File: src/hdl/dpcb_pkg.sv
// Constants, parameter addresses and field layouts of the drive parameter capture bank.
package dpcb_pkg;
	// Parameter addresses as seen by the fieldbus.
	localparam logic [15:0] ADDR_EXCLUSIVE = 16'h011A;
	localparam logic [15:0] ADDR_LOCK = 16'h013C;
	localparam logic [15:0] ADDR_USER_MEM3 = 16'h0142;
	localparam logic [15:0] ADDR_USER_MEM4 = 16'h0144;
	localparam logic [15:0] ADDR_ABS_HOME = 16'h062C;
	localparam logic [15:0] ADDR_BRAKE_REL = 16'h0814;
	localparam logic [15:0] ADDR_BRAKE_STATE = 16'h0816;
	localparam logic [15:0] ADDR_CAPTURE_INPUT_ONE_EDGE = 16'h0A04;
	localparam logic [15:0] ADDR_CAPTURE_INPUT_ONE_ACT = 16'h0A08;
	localparam logic [15:0] ADDR_CAPTURE_INPUT_ONE_POS = 16'h0A0C;
	localparam logic [15:0] ADDR_CAPTURE_INPUT_ONE_COUNT = 16'h0A10;
	localparam logic [15:0] ADDR_WARN_ACTIVE = 16'h1C16;
	localparam logic [15:0] ADDR_WARN_LATCHED = 16'h1C18;
	localparam logic [15:0] ADDR_VOLT_UTIL = 16'h1E26;

	// Warning word layout.
	localparam int WARN_GENERAL = 0;
	localparam int WARN_STAGE_HOT = 1;
	localparam int WARN_MOTOR_HOT = 2;
	localparam int WARN_STAGE_OVL = 4;
	localparam int WARN_MOTOR_OVL = 5;
	localparam int WARN_RESISTOR_OVL = 6;
	localparam int WARN_CAN = 7;
	localparam int WARN_ENCODER = 8;
	localparam int WARN_RS485 = 9;
	localparam int WARN_SAFE_TORQUE_OFF = 10;
	localparam int WARN_UNDERVOLTAGE = 11;
	localparam int WARN_PROCESS_BUS = 12;
	localparam int WARN_POS_INVALID = 13;
	localparam int WARN_ETHERNET = 14;
	localparam logic [15:0] WARN_RESERVED_MASK = 16'h8008;
	localparam logic [15:0] WARN_AUTOCLEAR_MASK = 16'h2C00;

	// Field values.
	localparam logic [31:0] USER_MEM_RESET = 32'h0000_0000;
	localparam logic [31:0] MAX_FLAG = 32'h0000_0001;
	localparam logic [31:0] MAX_ACTIVATION = 32'h0000_0002;
	localparam logic [31:0] ACT_STOP = 32'h0000_0000;
	localparam logic [31:0] ACT_ONCE = 32'h0000_0001;
	localparam logic [31:0] ACT_CONTINUOUS = 32'h0000_0002;
	localparam logic [1:0] BRAKE_APPLIED = 2'h0;
	localparam logic [1:0] BRAKE_RELEASED = 2'h1;
	localparam logic [1:0] BRAKE_ABSENT = 2'h2;

	// Access channels and operating state codes.
	localparam logic [1:0] CH_FIELDBUS = 2'h0;
	localparam logic [1:0] CH_COMMISSIONING = 2'h1;
	localparam logic [3:0] OPSTATE_SWITCH_ON_DISABLED = 4'h3;
	localparam logic [3:0] OPSTATE_READY_TO_SWITCH_ON = 4'h4;

	typedef enum logic [1:0] {CAP_IDLE, CAP_SINGLE, CAP_CONTINUOUS} dpcb_capmode_type;
endpackage : dpcb_pkg

File: src/hdl/dpcb_param_bank.sv
// Drive parameter bank: warnings, access control, brake, capture unit 1 and user memory.
//
// Summary of operation
// - Fault reset clears latched warning bits whose condition is no longer active.
// - Warning bits 10, 11, 13 self-clear.
// - Fixed warning bit map, bits 3, 15 reserved.
// - Active warnings readable with same layout.
// - Report signed bus voltage utilisation percentage.
// - Absolute moves need homing when enabled.
// - Writing 1 claims, 0 releases exclusive access.
// - Exclusive read shows whether channel holds it.
// - Lock blocks input and commissioning control.
// - Halt input is always processed.
// - Manual brake release only when disabled/ready.
// - Power stage enable forces release to 0.
// - Brake status: applied, released, absent.
// - Activation code: stop, once, continuous.
// - Single capture stops after first value.
// - Edge select: 0 falling, 1 rising.
// - 16-bit event counter, cleared on activation.
// - Store captured position, adjust on re-referencing.
// - Two 32-bit user memory words, reset to USER_MEM_RESET.
// - Capture status bit 0 set on capture.
`timescale 1ns/10ps
module dpcb_param_bank
	import dpcb_pkg::*;
(
	input wire logic clock,
	input wire logic reset,
	input wire logic paramReq,
	input wire logic paramWrite,
	input wire logic [15:0] paramAddr,
	input wire logic [31:0] paramWdata,
	input wire logic [1:0] paramChannel,
	output logic paramAck,
	output logic paramError,
	output logic [31:0] paramRdata,
	input wire logic [15:0] warnConditions,
	input wire logic faultReset,
	input wire logic signed [15:0] voltUtilIn,
	input wire logic homingDone,
	input wire logic absMoveRequest,
	output logic absMoveAllowed,
	output logic inputControlEnable,
	output logic commissioningEnable,
	input wire logic haltPin,
	output logic haltActive,
	input wire logic [3:0] opState,
	input wire logic powerStageEnabled,
	input wire logic brakeFitted,
	input wire logic brakeOpen,
	output logic brakeReleaseCmd,
	input wire logic capturePin,
	input wire logic signed [31:0] actualPosition,
	input wire logic positionAdjust,
	input wire logic signed [31:0] positionDelta,
	output logic captureOneCaptured
);
	typedef struct packed {
		logic ack;
		logic err;
		logic [31:0] rdata;
		logic exclHeld;
		logic [1:0] exclOwner;
		logic lock;
		logic [31:0] userMem3;
		logic [31:0] userMem4;
		logic absHome;
		logic brakeRel;
		logic brakeCmd;
		logic [1:0] brakeState;
		logic absAllowed;
		logic inEnable;
		logic commEnable;
		logic capEdge;
		dpcb_capmode_type capMode;
		logic signed [31:0] capPos;
		logic [15:0] capCount;
		logic capStat;
		logic [15:0] active_warning_bits;
		logic [15:0] latched_warning_bits;
		logic [15:0] bus_voltage_utilisation;
		logic [2:0] capSync;
		logic capLevel;
		logic [2:0] haltSync;
		logic haltLevel;
	} dpcb_state_type;

	dpcb_state_type s_q;
	dpcb_state_type s_d;
	logic capEvent;
	logic refused;
	logic outOfRange;
	logic [15:0] actWarn;
	logic brakeWindow;

	always_comb begin
		s_d = s_q;
		s_d.ack = 1'b0;
		s_d.err = 1'b0;
		refused = 1'b0;
		outOfRange = 1'b0;

		// Pins are asynchronous; a level counts once the second and third stages agree.
		s_d.capSync = {s_q.capSync[1:0], capturePin};
		if (s_q.capSync[1] == s_q.capSync[2]) begin
			s_d.capLevel = s_q.capSync[2];
		end
		s_d.haltSync = {s_q.haltSync[1:0], haltPin};
		if (s_q.haltSync[1] == s_q.haltSync[2]) begin
			s_d.haltLevel = s_q.haltSync[2];
		end
		capEvent = (s_d.capLevel != s_q.capLevel) && (s_d.capLevel == s_q.capEdge);

		actWarn = warnConditions & ~WARN_RESERVED_MASK;
		s_d.active_warning_bits = actWarn;
		// A condition present during the fault reset stays latched: the set wins.
		if (faultReset) begin
			s_d.latched_warning_bits = actWarn;
		end else begin
			s_d.latched_warning_bits = (s_q.latched_warning_bits & ~WARN_AUTOCLEAR_MASK) | actWarn;
		end
		s_d.bus_voltage_utilisation = voltUtilIn;

		if (positionAdjust) begin
			s_d.capPos = s_q.capPos + positionDelta;
		end
		if (capEvent && s_q.capMode != CAP_IDLE) begin
			s_d.capPos = actualPosition;
			s_d.capCount = s_q.capCount + 16'h0001;
			s_d.capStat = 1'b1;
			if (s_q.capMode == CAP_SINGLE) begin
				s_d.capMode = CAP_IDLE;
			end
		end

		if (paramReq) begin
			s_d.ack = 1'b1;
			s_d.rdata = 32'h0000_0000;
			case (paramAddr)
				ADDR_EXCLUSIVE: begin
					s_d.rdata[0] = s_q.exclHeld && (s_q.exclOwner == paramChannel);
				end
				ADDR_LOCK: s_d.rdata[0] = s_q.lock;
				ADDR_USER_MEM3: s_d.rdata = s_q.userMem3;
				ADDR_USER_MEM4: s_d.rdata = s_q.userMem4;
				ADDR_ABS_HOME: s_d.rdata[0] = s_q.absHome;
				ADDR_BRAKE_REL: s_d.rdata[0] = s_q.brakeRel;
				ADDR_BRAKE_STATE: s_d.rdata[1:0] = s_q.brakeState;
				ADDR_CAPTURE_INPUT_ONE_EDGE: s_d.rdata[0] = s_q.capEdge;
				ADDR_CAPTURE_INPUT_ONE_ACT: begin
					case (s_q.capMode)
						CAP_SINGLE: s_d.rdata = ACT_ONCE;
						CAP_CONTINUOUS: s_d.rdata = ACT_CONTINUOUS;
						default: s_d.rdata = ACT_STOP;
					endcase
				end
				ADDR_CAPTURE_INPUT_ONE_POS: s_d.rdata = s_q.capPos;
				ADDR_CAPTURE_INPUT_ONE_COUNT: s_d.rdata[15:0] = s_q.capCount;
				ADDR_WARN_ACTIVE: s_d.rdata[15:0] = s_q.active_warning_bits;
				ADDR_WARN_LATCHED: s_d.rdata[15:0] = s_q.latched_warning_bits;
				ADDR_VOLT_UTIL: s_d.rdata[15:0] = s_q.bus_voltage_utilisation;
				default: s_d.err = 1'b1;
			endcase

			if (paramWrite) begin
				s_d.rdata = 32'h0000_0000;
				// A foreign channel may not write while another holds exclusive access.
				refused = s_q.exclHeld && (s_q.exclOwner != paramChannel);
				if (s_q.lock && paramChannel == CH_COMMISSIONING) begin
					refused = 1'b1;
				end
				case (paramAddr)
					ADDR_USER_MEM3, ADDR_USER_MEM4: outOfRange = 1'b0;
					ADDR_CAPTURE_INPUT_ONE_ACT: outOfRange = paramWdata > MAX_ACTIVATION;
					ADDR_EXCLUSIVE, ADDR_LOCK, ADDR_ABS_HOME, ADDR_BRAKE_REL,
					ADDR_CAPTURE_INPUT_ONE_EDGE: outOfRange = paramWdata > MAX_FLAG;
					default: refused = 1'b1;
				endcase
				s_d.err = refused || outOfRange;
				if (!refused && !outOfRange) begin
					case (paramAddr)
						ADDR_EXCLUSIVE: begin
							s_d.exclHeld = paramWdata[0];
							s_d.exclOwner = paramChannel;
						end
						ADDR_LOCK: s_d.lock = paramWdata[0];
						ADDR_USER_MEM3: s_d.userMem3 = paramWdata;
						ADDR_USER_MEM4: s_d.userMem4 = paramWdata;
						ADDR_ABS_HOME: s_d.absHome = paramWdata[0];
						ADDR_BRAKE_REL: s_d.brakeRel = paramWdata[0];
						ADDR_CAPTURE_INPUT_ONE_EDGE: s_d.capEdge = paramWdata[0];
						ADDR_CAPTURE_INPUT_ONE_ACT: begin
							if (paramWdata == ACT_ONCE) begin
								s_d.capMode = CAP_SINGLE;
							end else if (paramWdata == ACT_CONTINUOUS) begin
								s_d.capMode = CAP_CONTINUOUS;
							end else begin
								s_d.capMode = CAP_IDLE;
							end
							if (paramWdata != ACT_STOP) begin
								s_d.capCount = 16'h0000;
								s_d.capStat = 1'b0;
							end
						end
						default: s_d.err = 1'b1;
					endcase
				end
			end
		end

		// Enabling the power stage overrides any write in the same cycle.
		if (powerStageEnabled) begin
			s_d.brakeRel = 1'b0;
		end
		brakeWindow = (opState == OPSTATE_SWITCH_ON_DISABLED) ||
			(opState == OPSTATE_READY_TO_SWITCH_ON);
		s_d.brakeCmd = s_q.brakeRel && brakeWindow && !powerStageEnabled;
		if (!brakeFitted) begin
			s_d.brakeState = BRAKE_ABSENT;
		end else if (brakeOpen) begin
			s_d.brakeState = BRAKE_RELEASED;
		end else begin
			s_d.brakeState = BRAKE_APPLIED;
		end
		s_d.absAllowed = absMoveRequest && (!s_q.absHome || homingDone);
		s_d.inEnable = !s_q.lock;
		s_d.commEnable = !s_q.lock;
	end

	always_ff @(posedge clock) begin
		if (reset) begin
			s_q <= '0;
			s_q.capMode <= CAP_IDLE;
			s_q.userMem3 <= USER_MEM_RESET;
			s_q.userMem4 <= USER_MEM_RESET;
			s_q.inEnable <= 1'b1;
			s_q.commEnable <= 1'b1;
		end else begin
			s_q <= s_d;
		end
	end

	assign paramAck = s_q.ack;
	assign paramError = s_q.err;
	assign paramRdata = s_q.rdata;
	assign absMoveAllowed = s_q.absAllowed;
	assign inputControlEnable = s_q.inEnable;
	assign commissioningEnable = s_q.commEnable;
	assign haltActive = s_q.haltLevel;
	assign brakeReleaseCmd = s_q.brakeCmd;
	assign captureOneCaptured = s_q.capStat;

	// A write that neither exclusivity nor the lock refuses; the range is checked per address.
	logic writeAllowed;
	assign writeAllowed = paramReq && paramWrite &&
		!(s_q.exclHeld && (s_q.exclOwner != paramChannel)) &&
		!(s_q.lock && (paramChannel == CH_COMMISSIONING));
endmodule : dpcb_param_bank

File: config.mk
export PLATFORM = sky130hd
export DESIGN_NAME = dpcb_param_bank
export DESIGN_NICKNAME = d
export VERILOG_FILES = /design/src/hdl/dpcb_pkg.sv /design/src/hdl/dpcb_param_bank.sv
export SDC_FILE = /design/constraint.sdc
export NUM_CORES = 1
export LEC_CHECK = 0
export ABC_AREA = 1
export BUFFER_PORTS_ARGS = -buffer_cell sky130_fd_sc_hd__buf_4
export CORE_ASPECT_RATIO = 1.5
export CORE_MARGIN = 2
export CORE_UTILIZATION = 40
export CTS_CLUSTER_DIAMETER = 50
export DETAILED_ROUTE_END_ITERATION = 10
export MAX_ROUTING_LAYER = met4
export PLACE_DENSITY = 0.62
export SLEW_MARGIN = 10
export SYNTH_ARGS = -nofsm -noshare
export SYNTH_HDL_FRONTEND = slang
export SYNTH_SLANG_ARGS = --single-unit
File: constraint.sdc
create_clock -name clock -period 3 [get_ports clock]
set_input_delay 0.3 -clock clock [delete_from_list [all_inputs] [get_ports clock]]
set_output_delay 0.3 -clock clock [all_outputs]
set_load 0.005 [all_outputs]
==> results.sh <==
export IMPL_path_max_fanout=4
export IMPL_clk_pin_slew_worst_paths_ps=60
export IMPL_syn_nets=2062
export IMPL_synth_top_area_share_pct=34.9
export IMPL_synth_edf_count=0
export IMPL_worst_setup_path_start_kind="flop"
export IMPL_layout_common_cells="nand2_1, inv_1, nor2_1, buf_4, dfxtp_1"
export IMPL_pwr_share_seq_pct=39.6
export IMPL_netlist_instances=1866
export IMPL_cap_violations=0
export IMPL_cts_sinks=210
export IMPL_cts_htree_levels=1
export IMPL_fp_row_count=77
export IMPL_n_antenna_cell=0
export IMPL_power_total_mw=7.45
export IMPL_slew_headroom_pct=21.1
export IMPL_insertion_delay_ps=540
export IMPL_fmax_mhz=350
export IMPL_cp_num_buf_inv=3
export IMPL_path_cells="ha_1, inv_1, fa_1, inv_1, nand3_1, nand2_1, a21boi_0, o21ai_1, buf_4, nand4_1, nand3_1, nand3_1, nand2_1, a21oi_1"
export IMPL_synth_area_leaders="dfxtp_1, nand2_1, inv_1"
export IMPL_grt_antenna_before_repair=0
export IMPL_grt_usage_pct=24.8
export IMPL_cpMaxStageDelayCell="dfxtp_1"
export IMPL_yosys_area_top_type="dfxtp_1"
export IMPL_synthFlopType="dfxtp_1"
export IMPL_syn_area_per_cell_um2=6.46
export IMPL_setup_ws_ps=146
export IMPL_drt_wl_total_um=39400
export IMPL_synth_compound_area_share_pct=16.3
export IMPL_setup_violations=0
export IMPL_hold_viol_final=0
export IMPL_slew_viol_final=0
export IMPL_core_area_um2=29600
export IMPL_path_common_cell="nand3_1"
export IMPL_overflow=0
export IMPL_dp_hpwl_um=29200
export IMPL_antenna_left=0
export IMPL_whs_ps=18.4
export IMPL_hold_path_class="in -> reg"
export IMPL_grt_pass1_wl_um=61700
export IMPL_combinationalPowerShare_pct=15.7
export IMPL_synth_adder_area_share_pct=3.49
export IMPL_crit_family="compound AO/OA/AOI/OAI gates"
export IMPL_p_leak_nw=6.85
export IMPL_drc_errors=0
export IMPL_cts_buffers=26
export IMPL_synth_seq_cells=210
export IMPL_num_vias=12500
export IMPL_start_util_pct=40.7
export IMPL_clock_skew_ps=15.1
export IMPL_synthToLayoutAreaGrowth_pct=24.0
export IMPL_ys_types=46
export IMPL_worst_slew_pin_transition_ps=1180
export IMPL_arrival_ps=3230
export IMPL_netSwitchingPower_mw=2.06
export IMPL_setup_tns_ps=0
export IMPL_io_pins=203
export IMPL_synth_async_reset_ratio_pct=0
export IMPL_first_iter_violations=694
export IMPL_power_internal_mw=5.39
export IMPL_vdd_drop_max_v=0.000441
export IMPL_die_area_um2=31500
export IMPL_cts_tree="built"
export IMPL_grt_max_degree=75
export IMPL_pre_cts_ws_ps=-59.2
export IMPL_cts_buffer_depth=3
export IMPL_rsz0062_at_grt="no"
export IMPL_cts_setup_buffers=0
export IMPL_yosys_warnings=0
export IMPL_worst_setup_path_end_kind="flop"
export IMPL_synth_top_family_by_area="simple AND/OR/NAND/NOR gates"
export IMPL_fin_crit_ps=2850
export IMPL_drive_gt1_share_pct=14.1
export IMPL_die_w_um=146
export IMPL_p_per_area_nw_per_um2=499
export IMPL_yosysSeqAreaShare_pct=34.9
export IMPL_grt_pass1_vias=12200
export IMPL_nets=2246
export IMPL_netSwitchingFraction_pct=27.6
export IMPL_viasPerCell=5.07
export IMPL_place_gp_congestion=0.939
export IMPL_p_clk_share_pct=44.7
export IMPL_die_h_um=217
export IMPL_netlist_area_um2=12000
export IMPL_wl_per_cell_um=16.0
export IMPL_root_buffer="clkbuf_16"
export IMPL_fin_crit_sh_pct=95.1
export IMPL_synth_simple_area_share_pct=28.7
export IMPL_critical_path_class="reg -> reg"
export IMPL_outcome="completed"
export IMPL_cpPeakStageDelay_ps=430
export IMPL_synthMuxAreaShare_pct=0
export IMPL_cp_data_required_time_ps=3380
export IMPL_dr_pass1_iters=5
export IMPL_io_buffers=200
export IMPL_final_common_cell="nand2_1"
export IMPL_synth_xor_area_share_pct=2.11
## worst min-delay path, cell delays in order
cell,delay (ps)
buf_4,70
inv_1,50
nor2_1,90
## cell families (layout without fill, tap and decap cells)
kind of cell / after synthesis / in the layout
fa+ha+maj: 33 / 33
simple gates: 824 / 824
xor+xnor: 29 / 29
compound gates: 360 / 360
flops: 210 / 210
buf+inv: 410 / 613
## power groups by stage
stage          Clock [mW]  Combinational [mW]  Sequential, mW
2_1_floorplan           0               0.685            2.98
3_3_place_gp            0                1.11            3.01
3_5_place_dp            0                1.12            3.01
4_1_cts              3.40                1.16            2.95
6_report             3.33                1.17            2.95
5_1_grt              3.52                1.30            2.96
## flip-flops by register name, indices dropped and copies added (netlist names)
name and cells:
paramError 1, captureOneCaptured 1, brakeReleaseCmd 1, haltActive 1, s_q 167, paramRdata 32
absMoveAllowed 1, s_d 4, commissioningEnable 1, paramAck 1
## metal layers
| metal | track usage (%) | vias to the layer above | share of wire [%] |
|---|---|---|---|
| met2 | 45.9 | 393 | 52 |
| met3 | 2.67 | 77 | 5.5 |
| met4 | 8.20 | 0 | 3.0 |
| li1 | - | 6308 | - |
| met5 | - | - | 0 |
| met1 | 27.8 | 5714 | 40 |
## path summary, 6_finish.rpt
check                    start       to  slack (ps)  cells past startpoint
min reg2reg             s_d[2]   s_d[3]         420                      2
min          warnConditions[1]  s_q[41]          20                      3
max                    s_q[73]  s_q[99]         150                     14
max reg2reg            s_q[73]  s_q[99]         150                     14
## area by class of cell
| cell class | count | area (µm²) |
|---|---|---|
| well taps | 395 | 494 |
| clock inverters | 12 | 181 |
| multi-input cells | 1246 | 6100 |
| inverters | 302 | 1130 |
| repair buffers | 264 | 2080 |
| flip-flops and latches | 210 | 4200 |
| fillers | 3052 | 14600 |
| clock buffers | 35 | 746 |
## cell usage after synthesis, types with 14 or more instances
cell	instances
a21oi_1	127
a31oi_1	14
buf_4	34
clkbuf_1	55
dfxtp_1	210
ha_1	32
inv_1	298
nand2_1	358
nand3_1	149
nand4_1	22
nor2_1	250
nor3_1	17
o21ai_0	141
o21ai_1	28
o221ai_1	15
xor2_1	21
## stage by stage
| stage | instances | utilization [%] | area (µm²) |
|---|---|---|---|
| 4_1_cts | 2464 | 50.5 | 14900 |
| 2_1_floorplan | 1866 | - | 12000 |
| 3_3_place_gp | 2383 | 46.2 | 13700 |
| 3_5_place_dp | 2383 | 46.2 | 13700 |
| 5_1_grt | 2464 | 50.5 | 14900 |
| 6_report | 2464 | 50.5 | 14900 |
## timing repair
item	CTS	global route
resized for setup	1	0
setup endpoints to repair	1	0
hold endpoints to repair	33	0
hold buffers	34	0
No activity file was read; power rests on OpenSTA's default activity.
